### config.mk
export PLATFORM = sky130hd
export DESIGN_NAME = ebrw_ctrl
export DESIGN_NICKNAME = d
export VERILOG_FILES = /design/src/design/ebrw_ctrl.v
export VERILOG_INCLUDE_DIRS = /design/src /design/src/design
export SDC_FILE = /design/constraint.sdc
export NUM_CORES = 1
export LEC_CHECK = 0
export ABC_CLOCK_PERIOD_IN_PS = 7400
export BUFFER_PORTS_ARGS = -buffer_cell sky130_fd_sc_hd__buf_2
export CORE_ASPECT_RATIO = 2
export CORE_MARGIN = 4
export CORE_UTILIZATION = 45
export DETAILED_ROUTE_END_ITERATION = 10
export GPL_TIMING_DRIVEN = 0
export PLACE_DENSITY = 0.67
export RECOVER_POWER = 25
export SLEW_MARGIN = 20
export SYNTH_ARGS = -nofsm -noshare
export SYNTH_HDL_FRONTEND = slang
export SYNTH_SLANG_ARGS = --single-unit
### constraint.sdc
create_clock -name CLK_I -period 7.4 [get_ports CLK_I]
set_input_delay 0.74 -clock CLK_I [delete_from_list [all_inputs] [get_ports CLK_I]]
set_output_delay 0.74 -clock CLK_I [all_outputs]
set_load 0.1 [all_outputs]
### src/design/ebrw_defs.vh
// Constants for the external bus ready and wait-state control block
`ifndef EBRW_DEFS_VH
`define EBRW_DEFS_VH
`define EBRW_CLK_PERIOD_NS 10
`define EBRW_REF_DIV 2
`define EBRW_ACC_MIN 1
`define EBRW_ACC_MAX 32
`define EBRW_ACC_W 6
`define EBRW_ST_IDLE 2'h0
`define EBRW_ST_ACCESS 2'h1
`define EBRW_ST_READY 2'h2
`define EBRW_ST_END 2'h3
`endif

### src/design/ebrw_ctrl.v
// Ready-controlled wait-state sequencer for external bus cycles
//
// Functional notes
// - An external circuit can stretch every bus cycle started with READY_EN_I set through ready until ready is seen active.
// - A polarity input selects whether a high or a low ready level counts as active.
// - In asynchronous mode ready passes one extra stage, costing at least one more wait state.
// - At each sample point inactive ready adds a wait state and active ready ends the cycle.
// - Sample points fall on every phase tick in both modes and come only after the programmed access phase.
// - Read data is captured on the same edge that raises the read strobe.
//
// Cycle outline
// A cycle opens on the edge that takes START_I while the sequencer is idle.
// The strobe of the chosen direction falls on that edge and stays low until the cycle ends.
// The access phase then runs for the programmed number of phase ticks, clamped to range.
// Ready is ignored throughout the access phase.
// A ready-controlled cycle then waits in the ready state, looking at ready once per tick.
// Each tick with inactive ready is one ready wait phase; a tick with active ready ends it.
//
// Timing notes
// Ready and read data arrive from pins and pass two flops before any logic reads them.
// Asynchronous mode adds a third flop and holds off one more tick after ready is seen.
// That way such a cycle always costs at least one wait phase more than a synchronous one.
// The synchronous path skips the extra flop; the external circuit must then move ready
// in step with the reference clock, otherwise a sample may catch a changing level.
// Read data are taken from the second data flop on the edge that raises the read strobe,
// so the external circuit may change them right after that edge.
//
// Limitations
// The ready level is looked at on phase ticks only; a pulse shorter than one reference half
// period plus setup can be missed entirely in either mode.
// Configuration is latched when a cycle starts; changes during a cycle wait for the next.
// START_I during a running cycle is ignored, not queued.
// The data pins are synchronised bit by bit, so they must be stable well before the end.
`timescale 1ns/100ps
`include "ebrw_defs.vh"
module ebrw_ctrl #(
   parameter DATA_W = 16,
   parameter REF_DIV = `EBRW_REF_DIV
) (
   // Clock and reset
   input wire CLK_I,
   input wire NRST_I,
   // Cycle request from the bus controller
   input wire START_I,
   input wire WRITE_I,
   input wire READY_EN_I,
   input wire READY_ASYNC_I,
   input wire READY_POL_I,
   input wire [`EBRW_ACC_W-1:0] ACCESS_PHASE_LEN_I,
   // External pins
   input wire READY_I,
   input wire [DATA_W-1:0] DATA_I,
   output wire REF_CLOCK_OUTPUT_O,
   output wire RD_N_O,
   output wire WR_N_O,
   // Status towards the bus controller
   output wire BUSY_O,
   output wire DONE_O,
   output wire READY_WAIT_PHASE_O,
   output wire [DATA_W-1:0] RDATA_O
);
   reg [1:0] rst_sync_ff;
   wire rst_n = rst_sync_ff[1];
   reg [1:0] state_ff, nxt_state;
   reg [`EBRW_ACC_W-1:0] cnt_ff, nxt_cnt;
   reg [7:0] div_ff;
   reg ref_ff;
   reg rd_sync1_ff, rd_sync2_ff, rd_async_ff;
   reg write_ff, async_ff, pol_ff, ren_ff;
   reg hit_ff, nxt_hit;
   reg rd_n_ff, wr_n_ff, done_ff;
   reg [DATA_W-1:0] d_sync1_ff, d_sync2_ff, rdata_ff;
   wire tick;
   wire rdy_pin_act;
   wire rdy_seen;

   // Clamp limits at counter width so the phase load never drops bits
   localparam [`EBRW_ACC_W-1:0] ACC_LO = `EBRW_ACC_MIN;
   localparam [`EBRW_ACC_W-1:0] ACC_HI = `EBRW_ACC_MAX;

   // Reset release through two stages
   always @(posedge CLK_I or negedge NRST_I) begin
      if (!NRST_I)
         rst_sync_ff <= 2'h0;
      else
         rst_sync_ff <= {rst_sync_ff[0], 1'b1};
   end

   // Reference clock divider; one phase equals one reference half period enable
   assign tick = (div_ff == REF_DIV - 1);
   always @(posedge CLK_I or negedge rst_n) begin
      if (!rst_n) begin
         div_ff <= 8'h00;
         ref_ff <= 1'b0;
      end else if (tick) begin
         div_ff <= 8'h00;
         ref_ff <= ~ref_ff;
      end else begin
         div_ff <= div_ff + 8'h01;
      end
   end

   // Pin inputs pass two flops; the async path adds one more stage
   always @(posedge CLK_I or negedge rst_n) begin
      if (!rst_n) begin
         rd_sync1_ff <= 1'b0;
         rd_sync2_ff <= 1'b0;
         rd_async_ff <= 1'b0;
         d_sync1_ff <= {DATA_W{1'b0}};
         d_sync2_ff <= {DATA_W{1'b0}};
      end else begin
         rd_sync1_ff <= READY_I;
         rd_sync2_ff <= rd_sync1_ff;
         rd_async_ff <= rd_sync2_ff;
         d_sync1_ff <= DATA_I;
         d_sync2_ff <= d_sync1_ff;
      end
   end

   // Polarity and mode select; async mode looks one stage later
   assign rdy_pin_act = (async_ff ? rd_async_ff : rd_sync2_ff) ~^ pol_ff;
   assign rdy_seen = rdy_pin_act;

   // Cycle sequencer
   always @* begin
      nxt_state = state_ff;
      nxt_cnt = cnt_ff;
      nxt_hit = hit_ff;
      case (state_ff)
         `EBRW_ST_IDLE: begin
            if (START_I) begin
               nxt_state = `EBRW_ST_ACCESS;
               nxt_hit = 1'b0;
               nxt_cnt = (ACCESS_PHASE_LEN_I < ACC_LO) ? ACC_LO :
                         (ACCESS_PHASE_LEN_I > ACC_HI) ? ACC_HI :
                         ACCESS_PHASE_LEN_I;
            end
         end
         `EBRW_ST_ACCESS: begin
            // Ready is ignored until the access phase has elapsed
            if (tick) begin
               if (cnt_ff > ACC_LO)
                  nxt_cnt = cnt_ff - 1'b1;
               else if (ren_ff)
                  nxt_state = `EBRW_ST_READY;
               else
                  nxt_state = `EBRW_ST_END;
            end
         end
         `EBRW_ST_READY: begin
            // Sample point on every phase: inactive waits, active terminates
            // Async mode spends one more phase after ready is seen
            if (tick && (rdy_seen || hit_ff)) begin
               if (async_ff && !hit_ff)
                  nxt_hit = 1'b1;
               else
                  nxt_state = `EBRW_ST_END;
            end
         end
         `EBRW_ST_END: begin
            nxt_state = `EBRW_ST_IDLE;
         end
         default: begin
            nxt_state = `EBRW_ST_IDLE;
         end
      endcase
   end

   // State, strobes and captured configuration
   always @(posedge CLK_I or negedge rst_n) begin
      if (!rst_n) begin
         state_ff <= `EBRW_ST_IDLE;
         cnt_ff <= {`EBRW_ACC_W{1'b0}};
         hit_ff <= 1'b0;
         write_ff <= 1'b0;
         async_ff <= 1'b0;
         pol_ff <= 1'b1;
         ren_ff <= 1'b0;
         rd_n_ff <= 1'b1;
         wr_n_ff <= 1'b1;
         done_ff <= 1'b0;
         rdata_ff <= {DATA_W{1'b0}};
      end else begin
         state_ff <= nxt_state;
         cnt_ff <= nxt_cnt;
         hit_ff <= nxt_hit;
         done_ff <= 1'b0;
         if (state_ff == `EBRW_ST_IDLE && START_I) begin
            // Mode latched per cycle so a change mid-cycle cannot glitch sampling
            write_ff <= WRITE_I;
            async_ff <= READY_ASYNC_I;
            pol_ff <= READY_POL_I;
            ren_ff <= READY_EN_I;
            rd_n_ff <= WRITE_I;
            wr_n_ff <= ~WRITE_I;
         end
         if (nxt_state == `EBRW_ST_END && state_ff != `EBRW_ST_END) begin
            rd_n_ff <= 1'b1;
            wr_n_ff <= 1'b1;
            done_ff <= 1'b1;
            if (!write_ff)
               rdata_ff <= d_sync2_ff;
         end
      end
   end

   // Outputs come straight from flops, apart from the two state decodes
   assign REF_CLOCK_OUTPUT_O = ref_ff;
   assign RD_N_O = rd_n_ff;
   assign WR_N_O = wr_n_ff;
   assign BUSY_O = (state_ff != `EBRW_ST_IDLE);
   assign DONE_O = done_ff;
   assign READY_WAIT_PHASE_O = (state_ff == `EBRW_ST_READY);
   assign RDATA_O = rdata_ff;
endmodule

==> results of run 1 <==
==> report_power, final <==
part	switching (mW)	leakage (nW)	internal [mW]
logic	0.489	0.632	0.138
registers	0.0549	0.948	0.521
clock network	0.161	0.125	0.237
total	0.705	1.71	0.896
==> layout make-up <==
class,instances,area (µm²),area share (%)
well taps,86,107.6,3.025
flip-flops and latches,78,1956,54.98
multi-input cells,107,858.3,24.13
inverters,10,37.54,1.055
plain buffers,4,38.79,1.090
repair buffers,52,281.5,7.914
clock buffers,12,246.5,6.929
clock inverters,4,31.28,0.8794
==> final timing paths <==
| kind | depth (start not counted) | from | slack, ns | end |
|---|---|---|---|---|
| worst max-delay path | 9 | div_ff[1] | 4.63 | RDATA_O[14] |
| worst min-delay path | 1 | NRST_I | 0.19 | rst_sync_ff[0] |
| worst max register to register | 9 | div_ff[1] | 4.63 | RDATA_O[14] |
| worst min register to register | 0 | d_sync1_ff[0] | 0.34 | d_sync2_ff[0] |
| max in group asynchronous | 1 | rst_sync_ff[1] | 6.25 | pol_ff |
| min in group CLK_I | 0 | d_sync1_ff[0] | 0.34 | d_sync2_ff[0] |
==> sequential cells by signal (all words and copies together) (netlist names), 2 cells and up <==
register and flops:
div_ff 8, RDATA_O 16, rst_sync_ff 2, state_ff 2
cnt_ff 6, d_sync1_ff 16, d_sync2_ff 16
==> metrics by stage <==
| stage | cell area [µm²] | total power, mW | worst slack (ns) |
|---|---|---|---|
| final | 3557 | 1.601 | 4.625 |
| after global routing | 3557 | 1.677 | 4.445 |
| after CTS | 3562 | 1.622 | 4.586 |
| after detailed placement | 3284 | 1.213 | 4.604 |
| after global placement | 3253 | 1.199 | 4.357 |
| after floorplan | 2890 | 1.103 | 3.975 |
==> logic make-up (layout without fill, tap and decap cells) <==
family,after synthesis,in the layout,share of synthesized area (%)
and+or+nand+nor,47,47,9.048
muxes,21,21,9.394
DFF,78,78,67.66
other,1,1,0.1297
adders and majority gates,4,4,1.732
buffers and inverters,14,82,2.641
xor gates and xnor gates,7,7,2.121
AOI/OAI and AO/OA,27,27,7.273
==> per-layer routing <==
layer	share of wire [%]	routed length [µm]	up-vias
li1	-	-	814
met1	37	1875	873
met2	58	2958	42
met3	4.5	232	6
met4	1.3	66	0
met5	0	0	-
==> layout by cell type (no fill, tap or decap), types with 2 or more instances in the layout <==
master,count
nand3_1,5
and3_2,2
dfrtp_1,75
xor2_1,4
mux2i_1,2
nor2b_1,5
clkbuf_16,9
and3_1,2
ha_1,4
dfstp_2,3
nand2_1,7
clkbuf_1,5
clkinvlp_4,3
nor2_1,13
mux2_2,9
mux2_4,10
a21oi_1,7
a31oi_1,4
buf_2,50
inv_1,10
o21ai_0,3
xnor2_1,3
o31ai_1,3
nor3_1,5
==> impl_metrics.json, run 1 <==
{
  "cts_buffers": 9,
  "port_buffers": 51,
  "ys_ff_latch": 78,
  "finalSetupTns_ns": 0,
  "core-area_mm2": 0.006259,
  "min_path_type": "input port to asynchronous set/reset pin",
  "antenna_left": 0,
  "dr.pass1.iters": 4,
  "cts-htree-levels": 3,
  "io_pins": 52,
  "synth.distinct_cells": 42,
  "syn-num-nets": 233,
  "period_share_pct": 37.50,
  "routed_wl_mm": 5.134,
  "grt_max_degree": 58,
  "die_y_um": 121.3,
  "critPathBufInv": 3,
  "dieArea_mm2": 0.007847,
  "diodes": 0,
  "status": "finished clean",
  "drt_iter0_drc": 55,
  "grt_pass1_wl_mm": 8.459,
  "worstSkewPairLatency_ns": 0.32,
  "initial_core_util_pct": 46.18,
  "placed_cells": 337,
  "root_buffer": "clkbuf_16",
  "ys_warn_count": 0,
  "cts-resized-gates": 0,
  "clk_pin_slew_ns": 0.06,
  "hpwl_mm": 3.723,
  "yosysTopAreaCellShare_pct": 64.94,
  "place.gp.congestion": 0.8673,
  "synth_ff_type": "dfrtp_1",
  "worstPathCellList": "inv_1 -> ha_1 -> or4b_4 -> nor4_4 -> buf_6 -> o2111ai_4 -> a211oi_4 -> buf_12 -> mux2_4",
  "rsz0062_at_grt": "false",
  "vias": 1735,
  "yosysMostFrequentCell": "dfrtp_1",
  "grt.met1_usage_pct": 15.49,
  "yosys.area.top_type": "dfrtp_1",
  "tightest_slew_ns": 0.8755,
  "timing.fmax_mhz": 360.4,
  "cts_tree": "built",
  "overflow": 0,
  "setup_viol": 0,
  "cp.required_ns": 7.60,
  "instances_no_fill": 353,
  "drive_gt1_share_pct": 37.08,
  "area_growth_pct": 23.07,
  "synthesis.area_mm2": 0.002890,
  "cp-end-kind": "flip-flop",
  "worstSetupPathType": "flip-flop to flip-flop",
  "viasPerCell": 4.915,
  "grt_pass1_vias": 1827,
  "holdWs_ns": 0.1921,
  "fin_skew_ns": 0.005906,
  "grtUsageMet3_pct": 5.005,
  "slowest_stage": "a211oi_4",
  "cpPeakStageDelay_ns": 0.52,
  "nets": 296,
  "synthCells": 199,
  "cts_hold_buf": 0,
  "cts_num_sinks": 78,
  "post-route-min-period_ns": 2.775,
  "path_max_fanout": 10,
  "nFillCells": 549,
  "maxCapViolCount": 0,
  "cp-start-kind": "flip-flop",
  "arrival_ns": 2.98,
  "relSlewSlack_pct": 41.63,
  "cts_buffer_depth": 2,
  "grt_busiest_layer": "met2",
  "route.detailed.drc": 0,
  "vdd_ir_drop_max_mv": 0.1759,
  "synth_edf_count": 0,
  "synth_commonest_cells": "75 x dfrtp_1, 13 x nor2_1, 10 x inv_1, 10 x mux2_4, 9 x mux2_2",
  "final_hold_viol_count": 0,
  "ys_seq_area_share_pct": 67.66,
  "avgSynthCellArea_um2": 14.52,
  "async_flop_share_pct": 100.0,
  "rows": 41,
  "utilization_pct": 56.84,
  "power.density_mw_per_mm2": 450.0,
  "use_met2_pct": 26.17,
  "routedWlPerCell_um": 14.54,
  "synthTopCellsByArea": "dfrtp_1 65%, mux2_4 5.2%, mux2_2 3.5%",
  "fp.dieW_um": 64.67,
  "cts_setup_buffers": 0,
  "antenna_found_initial": 0,
  "p_leak_nw": 1.705,
  "finalMaxSlewViolations": 0,
  "cp_top_family": "compound AO/OA/AOI/OAI gates",
  "grt_use_total_pct": 15.01
}
(Power assumes the default switching activity.)
==> run 2, diff against run 1 <==
--- a/config.mk
+++ b/config.mk
@@ -6,14 +6,14 @@
 export SDC_FILE = /design/constraint.sdc
 export NUM_CORES = 1
 export LEC_CHECK = 0
-export ABC_CLOCK_PERIOD_IN_PS = 7400
+export ABC_CLOCK_PERIOD_IN_PS = 2250
 export BUFFER_PORTS_ARGS = -buffer_cell sky130_fd_sc_hd__buf_2
 export CORE_ASPECT_RATIO = 2
 export CORE_MARGIN = 4
 export CORE_UTILIZATION = 45
 export DETAILED_ROUTE_END_ITERATION = 10
 export GPL_TIMING_DRIVEN = 0
-export PLACE_DENSITY = 0.67
+export PLACE_DENSITY = 0.69
 export RECOVER_POWER = 25
 export SLEW_MARGIN = 20
 export SYNTH_ARGS = -nofsm -noshare
==> constraint.sdc (replaced) <==
create_clock -name CLK_I -period 2.25 [get_ports CLK_I]
set_input_delay 0.225 -clock CLK_I [delete_from_list [all_inputs] [get_ports CLK_I]]
set_output_delay 0.225 -clock CLK_I [all_outputs]
set_load 0.1 [all_outputs]
==> run 2 against run 1 <==
  * The run now ends with negative setup slack left
  * Core utilization up 7.4 points
  * Register-to-register slack worse by 4.9 ns
  * Sequential share of layout area shrank 6.3 points
  * Count of clock-buffer cells in the layout fell by 1
  * Critical path type unchanged
  * Non-clock buffer count rose by 31
  * Worst hold slack lost 0.095 ns
  * Power grew to 3.5 times the previous value
  * Largest cell class unchanged
==> impl_metrics.json, run 2 (synthesized netlist as in run 1, its figures left out) <==
{
  "status": "finished with violations",
  "violations": "negative setup slack",
  "cts-htree-levels": 3,
  "io_pins": 52,
  "final_cell_mix": "75 x dfrtp_1, 50 x buf_2, 18 x dlygate4sd3_1, 16 x mux2_4, 13 x nor2_1",
  "vdd_ir_drop_max_mv": 0.6849,
  "regToRegStartpoint": "div_ff[1]",
  "finalSetupTns_ns": -3.968,
  "fin_ws_ns": -0.2418,
  "nets": 327,
  "seq_power_share_pct": 34.8,
  "p_switching_mw": 2.403,
  "min_from": "WRITE_I",
  "port_buffers": 51,
  "min_path_type": "input port to flip-flop",
  "root_buffer": "clkbuf_16",
  "core-area_mm2": 0.006259,
  "tightest_slew_ns": 1.051,
  "reg2reg_depth": 10,
  "clk_pin_slew_ns": 0.06,
  "cp-start-kind": "flip-flop",
  "path_max_fanout": 5,
  "arrival_ns": 2.71,
  "clock_power_share_pct": 25.7,
  "route.detailed.drc": 0,
  "drive_gt1_share_pct": 41.61,
  "fin_skew_ns": 0.004401,
  "instances_no_fill": 384,
  "comb_power_share_pct": 39.5,
  "worstPathCellList": "inv_1 -> ha_1 -> or4b_4 -> nor4_4 -> buf_6 -> o2111ai_4 -> a211oi_4 -> buf_4 -> buf_16 -> mux2_4",
  "dr.pass1.iters": 7,
  "grt_use_total_pct": 16.13,
  "initial_core_util_pct": 46.18,
  "finalMaxSlewViolations": 0,
  "nFillCells": 503,
  "hpwl_mm": 3.648,
  "rsz0062_at_grt": "true",
  "power.density_mw_per_mm2": 1380,
  "p_int_mw": 3.147,
  "placed_cells": 337,
  "timing.fmax_mhz": 401.3,
  "maxCapViolCount": 0,
  "vias": 1868,
  "hold_path_end": "WR_N_O",
  "cts_buffers": 9,
  "setup_viol": 21,
  "rows": 41,
  "dieArea_mm2": 0.007847,
  "power_mw": 5.550,
  "overflow": 0,
  "viasPerCell": 4.865,
  "netSwitchingFraction_pct": 43.30,
  "cts_tree": "built",
  "worstSetupPathType": "flip-flop to flip-flop",
  "relSlewSlack_pct": 29.91,
  "critPathBufInv": 4,
  "r2r_slack_ns": -0.24,
  "final_common_cell": "dfrtp_1",
  "holdWs_ns": 0.09690,
  "grt_pass1_vias": 2000,
  "final_hold_viol_count": 0,
  "cp.required_ns": 2.46,
  "cts_buffer_depth": 2,
  "preCtsSetupSlack_ns": -0.5874,
  "grt_pass1_wl_mm": 9.308,
  "drt_iter0_drc": 95,
  "routed_wl_mm": 5.618,
  "antenna_found_initial": 0,
  "cp_top_family": "simple AND/OR/NAND/NOR gates",
  "grt_max_degree": 53,
  "post-route-min-period_ns": 2.492,
  "place.gp.congestion": 0.8270,
  "antenna_left": 0,
  "die_y_um": 121.3,
  "cp-end-kind": "flip-flop",
  "period_share_pct": 110.7,
  "slowest_stage": "or4b_4",
  "cts_num_sinks": 78,
  "diodes": 0,
  "cpPeakStageDelay_ns": 0.47,
  "p_leak_nw": 1.912,
  "worstSkewPairLatency_ns": 0.33,
  "hold_depth": 2,
  "area_growth_pct": 39.13,
  "routedWlPerCell_um": 14.63,
  "timing.rr.end": "RDATA_O[14]",
  "fp.dieW_um": 64.67
}
-- run 2: worst reg2reg max path, delay by kind of cell, from the launching register on --
family / cells / cell delay (ns)
and+or+nand+nor: 2 / 0.66
buffers and inverters: 4 / 0.52
AOI/OAI and AO/OA: 2 / 0.41
DFF: 1 / 0.37
muxes: 1 / 0.29
adders and majority gates: 1 / 0.12
-- run 2: layout make-up --
cell class,count,area (µm²),share of cell area (%)
Inverter,10,37.54,0.9334
Clock buffer,11,242.7,6.036
Multi-Input combinational cell,107,965.9,24.02
Clock inverter,5,58.81,1.462
Timing Repair Buffer,84,618.1,15.37
Sequential cell,78,1956,48.63
Tap cell,86,107.6,2.676
Buffer,3,35.03,0.8712
-- run 2: per-layer routing --
layer	global-route usage, %	share of wire (%)	up-vias
li1	-	-	879
met1	17.04	38	931
met2	27.72	55	47
met3	5.283	4.4	11
met4	8.874	3.0	0
met5	0	0	-
-- run 2: through the flow --
stage                     cell area, µm²  util, %
final                               4021    64.25
after global routing                4021    64.25
after CTS                           3989    63.73
after detailed placement            3292    52.60
after global placement              3262    52.12
after floorplan                     2899        -
-- run 2: power groups by stage --
stage	logic, mW	clock network [mW]	registers (mW)
floorplan	0.590	0	3.04
global placement	2.02	0	1.92
detailed placement	2.06	0	1.92
CTS	2.19	1.47	1.91
global route	2.28	1.53	1.97
finish	2.19	1.43	1.93
-- run 2: repair_timing --
item | 4_1_cts | 5_1_grt
resized for setup | 23 | 6
endpoints found under the hold margin | 19 | 0
cloned | 1 | 0
buffers inserted | 12 | 1
hold buffers | 18 | 0
endpoints found under the setup margin | 21 | 26
pin swaps | 8 | 5
-- run 2: worst max-delay path by stage --
stage / to / cells past startpoint / startpoint
global placement: RDATA_O[9] / 9 / div_ff[1]
floorplan: RDATA_O[10] / 9 / div_ff[1]
detailed placement: RDATA_O[5] / 9 / div_ff[1]
global route: RDATA_O[11] / 10 / div_ff[1]
CTS: RDATA_O[5] / 10 / div_ff[1]
finish: RDATA_O[14] / 10 / div_ff[1]
